<file path="src/pil_pkg.sv">
// Constants for the interrupt latch and mask block.
// Assumes a 100 MHz system clock and an AXI4-Lite master.
`default_nettype none
package pil_pkg;
    localparam int CLK_MHZ = 100;
    localparam int NUM_EVT = 14;
    localparam int NUM_DB = 4;
    localparam int CNT_W = 24;

    // Register byte offsets
    localparam logic [7:0] OFS_STATUS = 8'h00;
    localparam logic [7:0] OFS_MASK = 8'h04;
    localparam logic [7:0] OFS_SENSE = 8'h08;
    localparam logic [7:0] OFS_DBCFG = 8'h0C;

    // Event bit positions
    localparam int BIT_CONV_DONE = 0;
    localparam int BIT_TOUCH_DONE = 1;
    localparam int BIT_PEN = 2;
    localparam int BIT_OVERVOLT = 3;
    localparam int BIT_BATT_LOW = 4;
    localparam int BIT_BUS_PWR = 5;
    localparam int BIT_JAM_RCV = 6;
    localparam int BIT_JAM = 7;
    localparam int BIT_CONV_CHG = 8;
    localparam int BIT_UNKNOWN_ACC = 9;
    localparam int BIT_LONG_REL = 10;
    localparam int BIT_LONG_PRESS = 11;
    localparam int BIT_PRESS = 12;
    localparam int BIT_DETACH = 13;

    // Sense bit positions
    localparam int SNS_OVERVOLT = 0;
    localparam int SNS_BUS_PWR = 1;
    localparam int SNS_CONV_READY = 2;
    localparam int SNS_W = 3;

    // Debounce select fields in the config register
    localparam int DBCFG_OVP_LSB = 0;
    localparam int DBCFG_BATT_LSB = 2;
    localparam int DBCFG_VBUS_LSB = 4;
    localparam int DBCFG_W = 6;

    // Edge sensitivity per event bit
    localparam logic [NUM_EVT-1:0] TRIG_RISE = 14'h3FEF;
    localparam logic [NUM_EVT-1:0] TRIG_FALL = 14'h003C;
    // Debounced channels 0..3 map onto event bits 2..5
    localparam int DB_BASE = 2;

    localparam logic [NUM_EVT-1:0] MASK_RST = 14'h3FFF;
    localparam logic [NUM_EVT-1:0] STATUS_RST = 14'h0000;
    localparam logic [DBCFG_W-1:0] DBCFG_RST = 6'h00;

    // Debounce times in microseconds, then the same times in clock cycles
    localparam int PEN_DB_US = 1000;
    localparam int SEL0_DB_US = 100;
    localparam int SEL1_DB_US = 1000;
    localparam int SEL2_DB_US = 10000;
    localparam int SEL3_DB_US = 30000;
    localparam int PEN_DB_CYC = PEN_DB_US * CLK_MHZ;
    localparam int SEL0_DB_CYC = SEL0_DB_US * CLK_MHZ;
    localparam int SEL1_DB_CYC = SEL1_DB_US * CLK_MHZ;
    localparam int SEL2_DB_CYC = SEL2_DB_US * CLK_MHZ;
    localparam int SEL3_DB_CYC = SEL3_DB_US * CLK_MHZ;

    localparam logic [1:0] RESP_OKAY = 2'h0;
    localparam logic [1:0] RESP_SLVERR = 2'h2;
endpackage : pil_pkg
`default_nettype wire

</file>
<file path="src/pil_top.sv">
// Interrupt latch, mask and sense block with an AXI4-Lite register port.
// Event pins are asynchronous levels; the bus runs on CLK_I.
`timescale 1ns/1ps
`default_nettype none

// How it works
// RQ1: IRQ high while unmasked status is set
// RQ2: Events latch into sticky status bits
// RQ3: Writing one clears a status bit
// RQ4: New event during clear keeps IRQ high
// RQ5: Mask bit one blocks the IRQ
// RQ6: Masked events still latch and read back
// RQ7: All mask bits set at reset
// RQ8: Unmasking a pending bit raises IRQ
// RQ9: Sense bits live, read only, unlatched
// RQ10: External events latch after stable debounce
// RQ11: Conversion done events rise, no debounce
// RQ12: Pen detect both edges, 1 ms debounce
// RQ13: Overvoltage both edges, programmable debounce, sense
// RQ14: Battery low latches on falling, debounced
// RQ15: Result changed rises; sense shows completion
// RQ16: Accessory and button events latch rising
// RQ17: Debounce interval may vary slightly
// RQ18: Writing zero leaves status bits alone
module pil_top
    import pil_pkg::*;
#(
    parameter int PEN_CYC = PEN_DB_CYC,
    parameter int SEL0_CYC = SEL0_DB_CYC,
    parameter int SEL1_CYC = SEL1_DB_CYC,
    parameter int SEL2_CYC = SEL2_DB_CYC,
    parameter int SEL3_CYC = SEL3_DB_CYC
) (
    input wire logic CLK_I,
    input wire logic NRST_I,
    input wire logic CONV_DONE_EVT_I,
    input wire logic TOUCH_CONV_DONE_EVT_I,
    input wire logic PEN_DETECT_EVT_I,
    input wire logic BUS_OVERVOLT_EVT_I,
    input wire logic BATTERY_LOW_EVT_I,
    input wire logic BUS_POWER_PRESENT_EVT_I,
    input wire logic JAMMED_BUTTON_RECOVER_EVT_I,
    input wire logic JAMMED_BUTTON_EVT_I,
    input wire logic CONV_RESULT_CHANGED_EVT_I,
    input wire logic UNKNOWN_ACCESSORY_EVT_I,
    input wire logic LONG_BUTTON_RELEASE_EVT_I,
    input wire logic LONG_BUTTON_PRESS_EVT_I,
    input wire logic BUTTON_PRESS_EVT_I,
    input wire logic DETACH_EVT_I,
    input wire logic CONV_READY_I,
    input wire logic [7:0] AWADDR_I,
    input wire logic AWVALID_I,
    output logic AWREADY_O,
    input wire logic [31:0] WDATA_I,
    input wire logic [3:0] WSTRB_I,
    input wire logic WVALID_I,
    output logic WREADY_O,
    output logic [1:0] BRESP_O,
    output logic BVALID_O,
    input wire logic BREADY_I,
    input wire logic [7:0] ARADDR_I,
    input wire logic ARVALID_I,
    output logic ARREADY_O,
    output logic [31:0] RDATA_O,
    output logic [1:0] RRESP_O,
    output logic RVALID_O,
    input wire logic RREADY_I,
    output logic IRQ_O
);

    typedef struct packed {
        logic [NUM_EVT:0] sync1;
        logic [NUM_EVT:0] sync2;
        logic [NUM_EVT-1:0] prev;
        logic [NUM_DB-1:0] flt;
        logic [NUM_DB-1:0][CNT_W-1:0] cnt;
        logic [NUM_EVT-1:0] status;
        logic [NUM_EVT-1:0] mask;
        logic [DBCFG_W-1:0] dbcfg;
        logic irq;
        logic awready;
        logic wready;
        logic aw_got;
        logic w_got;
        logic [7:0] awaddr;
        logic [31:0] wdata;
        logic [3:0] wstrb;
        logic bvalid;
        logic [1:0] bresp;
        logic arready;
        logic rvalid;
        logic [31:0] rdata;
        logic [1:0] rresp;
    } pil_state_type;

    pil_state_type st_reg;
    pil_state_type st_next;

    logic [NUM_EVT:0] pins;
    logic [NUM_EVT-1:0] lvl;
    logic [NUM_EVT-1:0] set_evt;
    logic [NUM_EVT-1:0] clr_evt;
    logic [NUM_DB-1:0][CNT_W-1:0] period;
    logic [SNS_W-1:0] sense;
    logic aw_have;
    logic w_have;
    logic [7:0] wa;
    logic [31:0] wd;
    logic [3:0] ws;

    assign pins = {CONV_READY_I, DETACH_EVT_I, BUTTON_PRESS_EVT_I,
        LONG_BUTTON_PRESS_EVT_I, LONG_BUTTON_RELEASE_EVT_I,
        UNKNOWN_ACCESSORY_EVT_I, CONV_RESULT_CHANGED_EVT_I,
        JAMMED_BUTTON_EVT_I, JAMMED_BUTTON_RECOVER_EVT_I,
        BUS_POWER_PRESENT_EVT_I, BATTERY_LOW_EVT_I, BUS_OVERVOLT_EVT_I,
        PEN_DETECT_EVT_I, TOUCH_CONV_DONE_EVT_I, CONV_DONE_EVT_I};

    function automatic logic [CNT_W-1:0] sel_cyc(input logic [1:0] sel);
        logic [CNT_W-1:0] r;
        case (sel)
            2'h0: r = CNT_W'(SEL0_CYC);
            2'h1: r = CNT_W'(SEL1_CYC);
            2'h2: r = CNT_W'(SEL2_CYC);
            default: r = CNT_W'(SEL3_CYC);
        endcase
        return r;
    endfunction : sel_cyc

    always_comb begin
        st_next = st_reg;
        // Two stages before any logic looks at a pin
        st_next.sync1 = pins;
        st_next.sync2 = st_reg.sync1;

        // RQ12 pen detect fixed period
        period[0] = CNT_W'(PEN_CYC);
        // RQ13 overvoltage programmable period
        period[1] = sel_cyc(st_reg.dbcfg[DBCFG_OVP_LSB +: 2]);
        // RQ14 battery low programmable period
        period[2] = sel_cyc(st_reg.dbcfg[DBCFG_BATT_LSB +: 2]);
        period[3] = sel_cyc(st_reg.dbcfg[DBCFG_VBUS_LSB +: 2]);

        // RQ11 undebounced channels use synced level
        lvl = st_reg.sync2[NUM_EVT-1:0];
        for (int i = 0; i < NUM_DB; i++) begin
            // RQ10 flip only after full stable period
            if (st_reg.sync2[DB_BASE + i] != st_reg.flt[i]) begin
                // RQ17 timer counts only while the pin differs from the filtered level
                if (st_reg.cnt[i] + CNT_W'(1) >= period[i]) begin
                    st_next.flt[i] = st_reg.sync2[DB_BASE + i];
                    st_next.cnt[i] = '0;
                end else begin
                    st_next.cnt[i] = st_reg.cnt[i] + CNT_W'(1);
                end
            end else begin
                st_next.cnt[i] = '0;
            end
            lvl[DB_BASE + i] = st_reg.flt[i];
        end
        st_next.prev = lvl;

        // RQ16 rising or falling per event bit
        set_evt = (lvl & ~st_reg.prev & TRIG_RISE) | (~lvl & st_reg.prev & TRIG_FALL);

        // RQ9 live sense, never latched
        sense = '0;
        sense[SNS_OVERVOLT] = st_reg.sync2[BIT_OVERVOLT];
        sense[SNS_BUS_PWR] = st_reg.sync2[BIT_BUS_PWR];
        // RQ15 one when conversion complete
        sense[SNS_CONV_READY] = st_reg.sync2[NUM_EVT];

        // Write channel: address and data taken in either order
        aw_have = st_reg.aw_got | (AWVALID_I & st_reg.awready);
        w_have = st_reg.w_got | (WVALID_I & st_reg.wready);
        wa = st_reg.aw_got ? st_reg.awaddr : AWADDR_I;
        wd = st_reg.w_got ? st_reg.wdata : WDATA_I;
        ws = st_reg.w_got ? st_reg.wstrb : WSTRB_I;
        if (AWVALID_I && st_reg.awready) begin
            st_next.awready = 1'b0;
            st_next.aw_got = 1'b1;
            st_next.awaddr = AWADDR_I;
        end
        if (WVALID_I && st_reg.wready) begin
            st_next.wready = 1'b0;
            st_next.w_got = 1'b1;
            st_next.wdata = WDATA_I;
            st_next.wstrb = WSTRB_I;
        end

        clr_evt = '0;
        if (aw_have && w_have && !st_reg.bvalid) begin
            st_next.aw_got = 1'b0;
            st_next.w_got = 1'b0;
            st_next.bvalid = 1'b1;
            st_next.bresp = RESP_OKAY;
            if (wa[7:2] == OFS_STATUS[7:2]) begin
                // RQ3 write one to clear
                // RQ18 zero bits and lanes untouched
                for (int b = 0; b < NUM_EVT; b++) begin
                    if (ws[b / 8] && wd[b]) begin
                        clr_evt[b] = 1'b1;
                    end
                end
            end else if (wa[7:2] == OFS_MASK[7:2]) begin
                for (int b = 0; b < NUM_EVT; b++) begin
                    if (ws[b / 8]) begin
                        st_next.mask[b] = wd[b];
                    end
                end
            end else if (wa[7:2] == OFS_DBCFG[7:2]) begin
                if (ws[0]) begin
                    st_next.dbcfg = wd[DBCFG_W-1:0];
                end
            end else if (wa[7:2] == OFS_SENSE[7:2]) begin
                // RQ9 sense ignores writes
                st_next.bresp = RESP_OKAY;
            end else begin
                st_next.bresp = RESP_SLVERR;
            end
        end
        if (st_reg.bvalid && BREADY_I) begin
            st_next.bvalid = 1'b0;
            st_next.awready = 1'b1;
            st_next.wready = 1'b1;
        end

        // RQ2 sticky until cleared
        // RQ6 latching ignores the mask
        // RQ4 set wins over clear
        st_next.status = (st_reg.status & ~clr_evt) | set_evt;

        // Read channel: one cycle from address to data
        if (ARVALID_I && st_reg.arready) begin
            st_next.arready = 1'b0;
            st_next.rvalid = 1'b1;
            st_next.rresp = RESP_OKAY;
            st_next.rdata = '0;
            if (ARADDR_I[7:2] == OFS_STATUS[7:2]) begin
                st_next.rdata[NUM_EVT-1:0] = st_reg.status;
            end else if (ARADDR_I[7:2] == OFS_MASK[7:2]) begin
                st_next.rdata[NUM_EVT-1:0] = st_reg.mask;
            end else if (ARADDR_I[7:2] == OFS_SENSE[7:2]) begin
                st_next.rdata[SNS_W-1:0] = sense;
            end else if (ARADDR_I[7:2] == OFS_DBCFG[7:2]) begin
                st_next.rdata[DBCFG_W-1:0] = st_reg.dbcfg;
            end else begin
                st_next.rresp = RESP_SLVERR;
            end
        end
        if (st_reg.rvalid && RREADY_I) begin
            st_next.rvalid = 1'b0;
            st_next.arready = 1'b1;
        end

        // RQ1 level output from latched, unmasked bits
        // RQ5 mask one blocks the line
        // RQ8 follows the new mask at once
        st_next.irq = |(st_next.status & ~st_next.mask);

        if (!NRST_I) begin
            st_next = '0;
            // RQ7 everything masked out of reset
            st_next.mask = MASK_RST;
            st_next.status = STATUS_RST;
            st_next.dbcfg = DBCFG_RST;
            st_next.awready = 1'b1;
            st_next.wready = 1'b1;
            st_next.arready = 1'b1;
        end
    end

    always_ff @(posedge CLK_I) begin
        st_reg <= st_next;
    end

    assign AWREADY_O = st_reg.awready;
    assign WREADY_O = st_reg.wready;
    assign BVALID_O = st_reg.bvalid;
    assign BRESP_O = st_reg.bresp;
    assign ARREADY_O = st_reg.arready;
    assign RVALID_O = st_reg.rvalid;
    assign RDATA_O = st_reg.rdata;
    assign RRESP_O = st_reg.rresp;
    assign IRQ_O = st_reg.irq;

endmodule : pil_top
`default_nettype wire

</file>
<file path="config.mk">
export PLATFORM = sky130hd
export DESIGN_NAME = pil_top
export DESIGN_NICKNAME = d
export VERILOG_FILES = /design/src/pil_pkg.sv /design/src/pil_top.sv
export SDC_FILE = /design/constraint.sdc
export NUM_CORES = 1
export LEC_CHECK = 0
export BUFFER_PORTS_ARGS = -buffer_cell sky130_fd_sc_hd__buf_2
export CORE_MARGIN = 3
export CORE_UTILIZATION = 60
export CTS_CLUSTER_DIAMETER = 40
export DETAILED_ROUTE_END_ITERATION = 16
export GPL_TIMING_DRIVEN = 0
export PLACE_DENSITY = 0.81
export SYNTH_ARGS = -nofsm -noshare
export SYNTH_HDL_FRONTEND = slang
export SYNTH_SLANG_ARGS = --single-unit
</file>
<file path="constraint.sdc">
create_clock -name CLK_I -period 6.3 [get_ports CLK_I]
set_input_delay 0.945 -clock CLK_I [delete_from_list [all_inputs] [get_ports CLK_I]]
set_output_delay 0.945 -clock CLK_I [all_outputs]
set_load 0.02 [all_outputs]
</file>
==> run_results.csv <==
group,metric,value,unit
synth,syn_area,0.01062,mm^2
power,p_leak,5.169,nW
die,design.core.area,0.01730,mm^2
synth,ys_seq_area_share,42.22,%
global_route,grt_pass1_vias,8630,
setup_path,r2r_end,"st_reg[212]$_SDFF_PP0_",
synth,synth.distinct_cells,66,
synth,yosys.area.top_type,"dfxtp_1",
synth,yosys-top-cells-count,"224 x dfxtp_1, 130 x nor2_1, 114 x nand2_1",
synth,synth_warnings,0,
placement,finalWeightedCongestion,0.8624,
cells_and_area,layout.nets,1468,
timing,timing.hold.ws,0.4301,ns
synth,synth_compound_area_share,9.966,%
synth,muxShareOfSynthArea,4.512,%
setup_path,worst_ep_required_time,6.77,ns
synth,synth_seq_cells,224,
setup_path,r2r_slack,2.11,ns
cells_and_area,drive_above_1_share,14.56,%
clock_network,clk_pin_slew,0.06,ns
route,num_vias,8739,
timing,finalCritPeriodShare,66.52,%
setup_path,r2r_cells,14,
cells_and_area,multiInputGateArea,0.005649,mm^2
timing,fmax,238.6,MHz
synth,yosys.area_share.adder,5.654,%
die,die_x,139.1,um
setup_path,cpPeakStageDelay,0.80,ns
timing,drv_slew,0,
synth,syn_inst,1214,
cells_and_area,seq_area,0.004484,mm^2
clock_network,numCtsBuffers,30,
die,chipHeight,139.1,um
clock_network,cts_sinks,224,
placement,post-place-ws,2.176,ns
run,drv_cap,0,
outcome,status,"complete, no violations",
timing,skew,0.01734,ns
route,drt_iter0_drc,521,
die,rows,48,
cells_and_area,antenna_cells,0,
timing,finalHoldViolations,0,
setup_path,cp.arrival,4.66,ns
power,ir_drop,0.2615,mV
cells_and_area,final_cell_area,0.01235,mm^2
power,report.power.total,3.308,mW
synth,synth_flop_cell,"dfxtp_1",
clock_network,clk_latency,0.54,ns
route,first_pass_iters,5,
synth,synth-xor-area-share,7.009,%
synth,synthArstFlopShare,0,%
placement,numPortBuffers,68,
clock_network,htreeDepth,1,
synth,synth_top_family_by_area,"simple AND/OR/NAND/NOR gates",
worst_hold_path,min_path_cells,1,
clock_network,post_cts_buffers,0,
timing,rsz0062_at_grt,"no",
synth,synth_simple_gate_area_share,24.88,%
placement,place_hpwl,17060,um
worst_hold_path,hold_start,"st_reg[253]$_SDFF_PN0_",
route,drc_errors,0,
placement,dp.cells,1539,
setup_path,worstPathCellList,"clkbuf_1 -> nand4_1 -> nor4_1 -> nand2_1 -> xnor2_1 -> ha_1 -> a21o_1 -> a21o_1 -> a21oi_1 -> nand2_1 -> a221oi_1 -> nand4_1 -> clkbuf_1 -> nor2b_1",
synth,synth_edf_count,0,
synth,synth_top_area_share,42.22,%
timing,max_slew_margin,41.37,%
global_route,grt_pass1_wl,39520,um
timing,setup_viol,0,
cells_and_area,final_cells,1592,
setup_path,path_class,"reg2reg",
cells_and_area,syn2layout_area_growth,16.30,%
cells_and_area,fillerInstances,1343,
route,postRouteAntennaNets,0,
route,vias_per_cell,5.489,
timing,finalCriticalPeriod,4.191,ns
clock_network,cts_tree,"done",
setup_path,rr_startpoint,"st_reg[206]$_SDFF_PP0_",
setup_path,crit_path_end_kind,"flop",
setup_path,cp_top_family,"simple AND/OR/NAND/NOR gates",
synth,yosysMostFrequentCell,"dfxtp_1",
die,die-area,0.01933,mm^2
timing,tightestPinTransition,0.8715,ns
clock_network,postCtsHoldBufs,0,
setup_path,path_max_fanout,10,
clock_network,cts_root_buf,"clkbuf_16",
global_route,antenna_found_initial,0,
worst_hold_path,min_to,"st_reg[238]$_SDFF_PN0_",
worst_hold_path,hold_class,"reg2reg",
setup_path,crit_buf_inv,2,
power,p_per_area,267.8,mW/mm^2
timing,setup_tns,0,ns
setup_path,slowest_stage,"nor4_1",
clock_network,cts.repair.resized,0,
setup_path,startpoint_type,"flop",
global_route,track_usage,23.98,%
route,routed_wl,23580,um
timing,setup_ws,2.109,ns
die,io_pins,116,
placement,placed_area,0.01136,mm^2
route,drt-wirelength-per-cell,14.81,um
global_route,grt-ovfl-total,0,
global_route,grt_max_degree,16,
clock_network,clockBufferDepth,3,
synth,synth_area_leaders,"dfxtp_1 42%, ha_1 5.7%, nor2_1 4.6%",
die,initial_core_util,61.41,%
synth,avgSynthCellArea,8.749,um^2
cells_and_area,fin_util,71.42,%
cells_and_area,largest_reg_flops,185,
==> cells by family after synthesis <==
| group | count (synthesis) |
|---|---|
| DFF | 224 |
| adders and majority gates | 48 |
| muxes | 42 |
| other | 1 |
| xor gates and xnor gates | 85 |
| buffers and inverters | 120 |
| AOI/OAI and AO/OA | 173 |
| and+or+nand+nor | 521 |
==> cell type report <==
class                           instances  share of cell area, %
Sequential cell                       224                  36.30
Clock inverter                         19                  1.651
Inverter                               37                  1.124
Buffer                                 83                  3.798
Multi-Input combinational cell        902                  45.73
Timing Repair Buffer                   68                  2.755
Tap cell                              225                  2.279
Clock buffer                           34                  6.361
==> worst max path at each step <==
stage | startpoint | to | cells after the start | slack [ns]
3_5_place_dp | st_reg[206]$_SDFF_PP0_ | st_reg[210]$_SDFF_PP0_ | 14 | 2.18
5_1_grt | st_reg[206]$_SDFF_PP0_ | st_reg[201]$_SDFF_PP0_ | 14 | 1.73
4_1_cts | st_reg[206]$_SDFF_PP0_ | st_reg[212]$_SDFF_PP0_ | 14 | 2.15
3_3_place_gp | st_reg[206]$_SDFF_PP0_ | st_reg[201]$_SDFF_PP0_ | 14 | 2.30
6_report | st_reg[206]$_SDFF_PP0_ | st_reg[212]$_SDFF_PP0_ | 14 | 2.11
2_1_floorplan | st_reg[173]$_SDFF_PP0_ | st_reg[175]$_SDFF_PP0_ | 15 | 3.05
==> cell usage in the layout (no fill, tap or decap), drive strengths merged, types with 22 or more instances in the layout <==
| cell | synthesis | routed |
|---|---|---|
| xor2 | 39 | 39 |
| clkbuf | 32 | 66 |
| dfxtp | 224 | 224 |
| nor2b | 54 | 54 |
| xnor2 | 46 | 46 |
| inv | 37 | 44 |
| conb | 1 | 33 |
| nor2 | 130 | 130 |
| nand3 | 57 | 57 |
| and2 | 51 | 51 |
| mux2i | 22 | 22 |
| ha | 48 | 48 |
| nand2 | 114 | 114 |
| buf | 51 | 119 |
| o21ai | 28 | 28 |
| a21oi | 82 | 82 |
==> where the power goes <==
| part | switching [mW] | internal, mW |
|---|---|---|
| Sequential | 0.0197 | 1.45 |
| Combinational | 0.116 | 0.0763 |
| Clock | 0.651 | 0.993 |
| Total | 0.786 | 2.52 |
==> routing by layer <==
| layer | part of all wire, % | GRT usage (%) |
|---|---|---|
| met2 | 48 | 42.09 |
| met1 | 43 | 30.72 |
| met3 | 6.1 | 4.103 |
| met5 | 0 | 0 |
| met4 | 2.3 | 6.231 |
(Power assumes the default switching activity.)
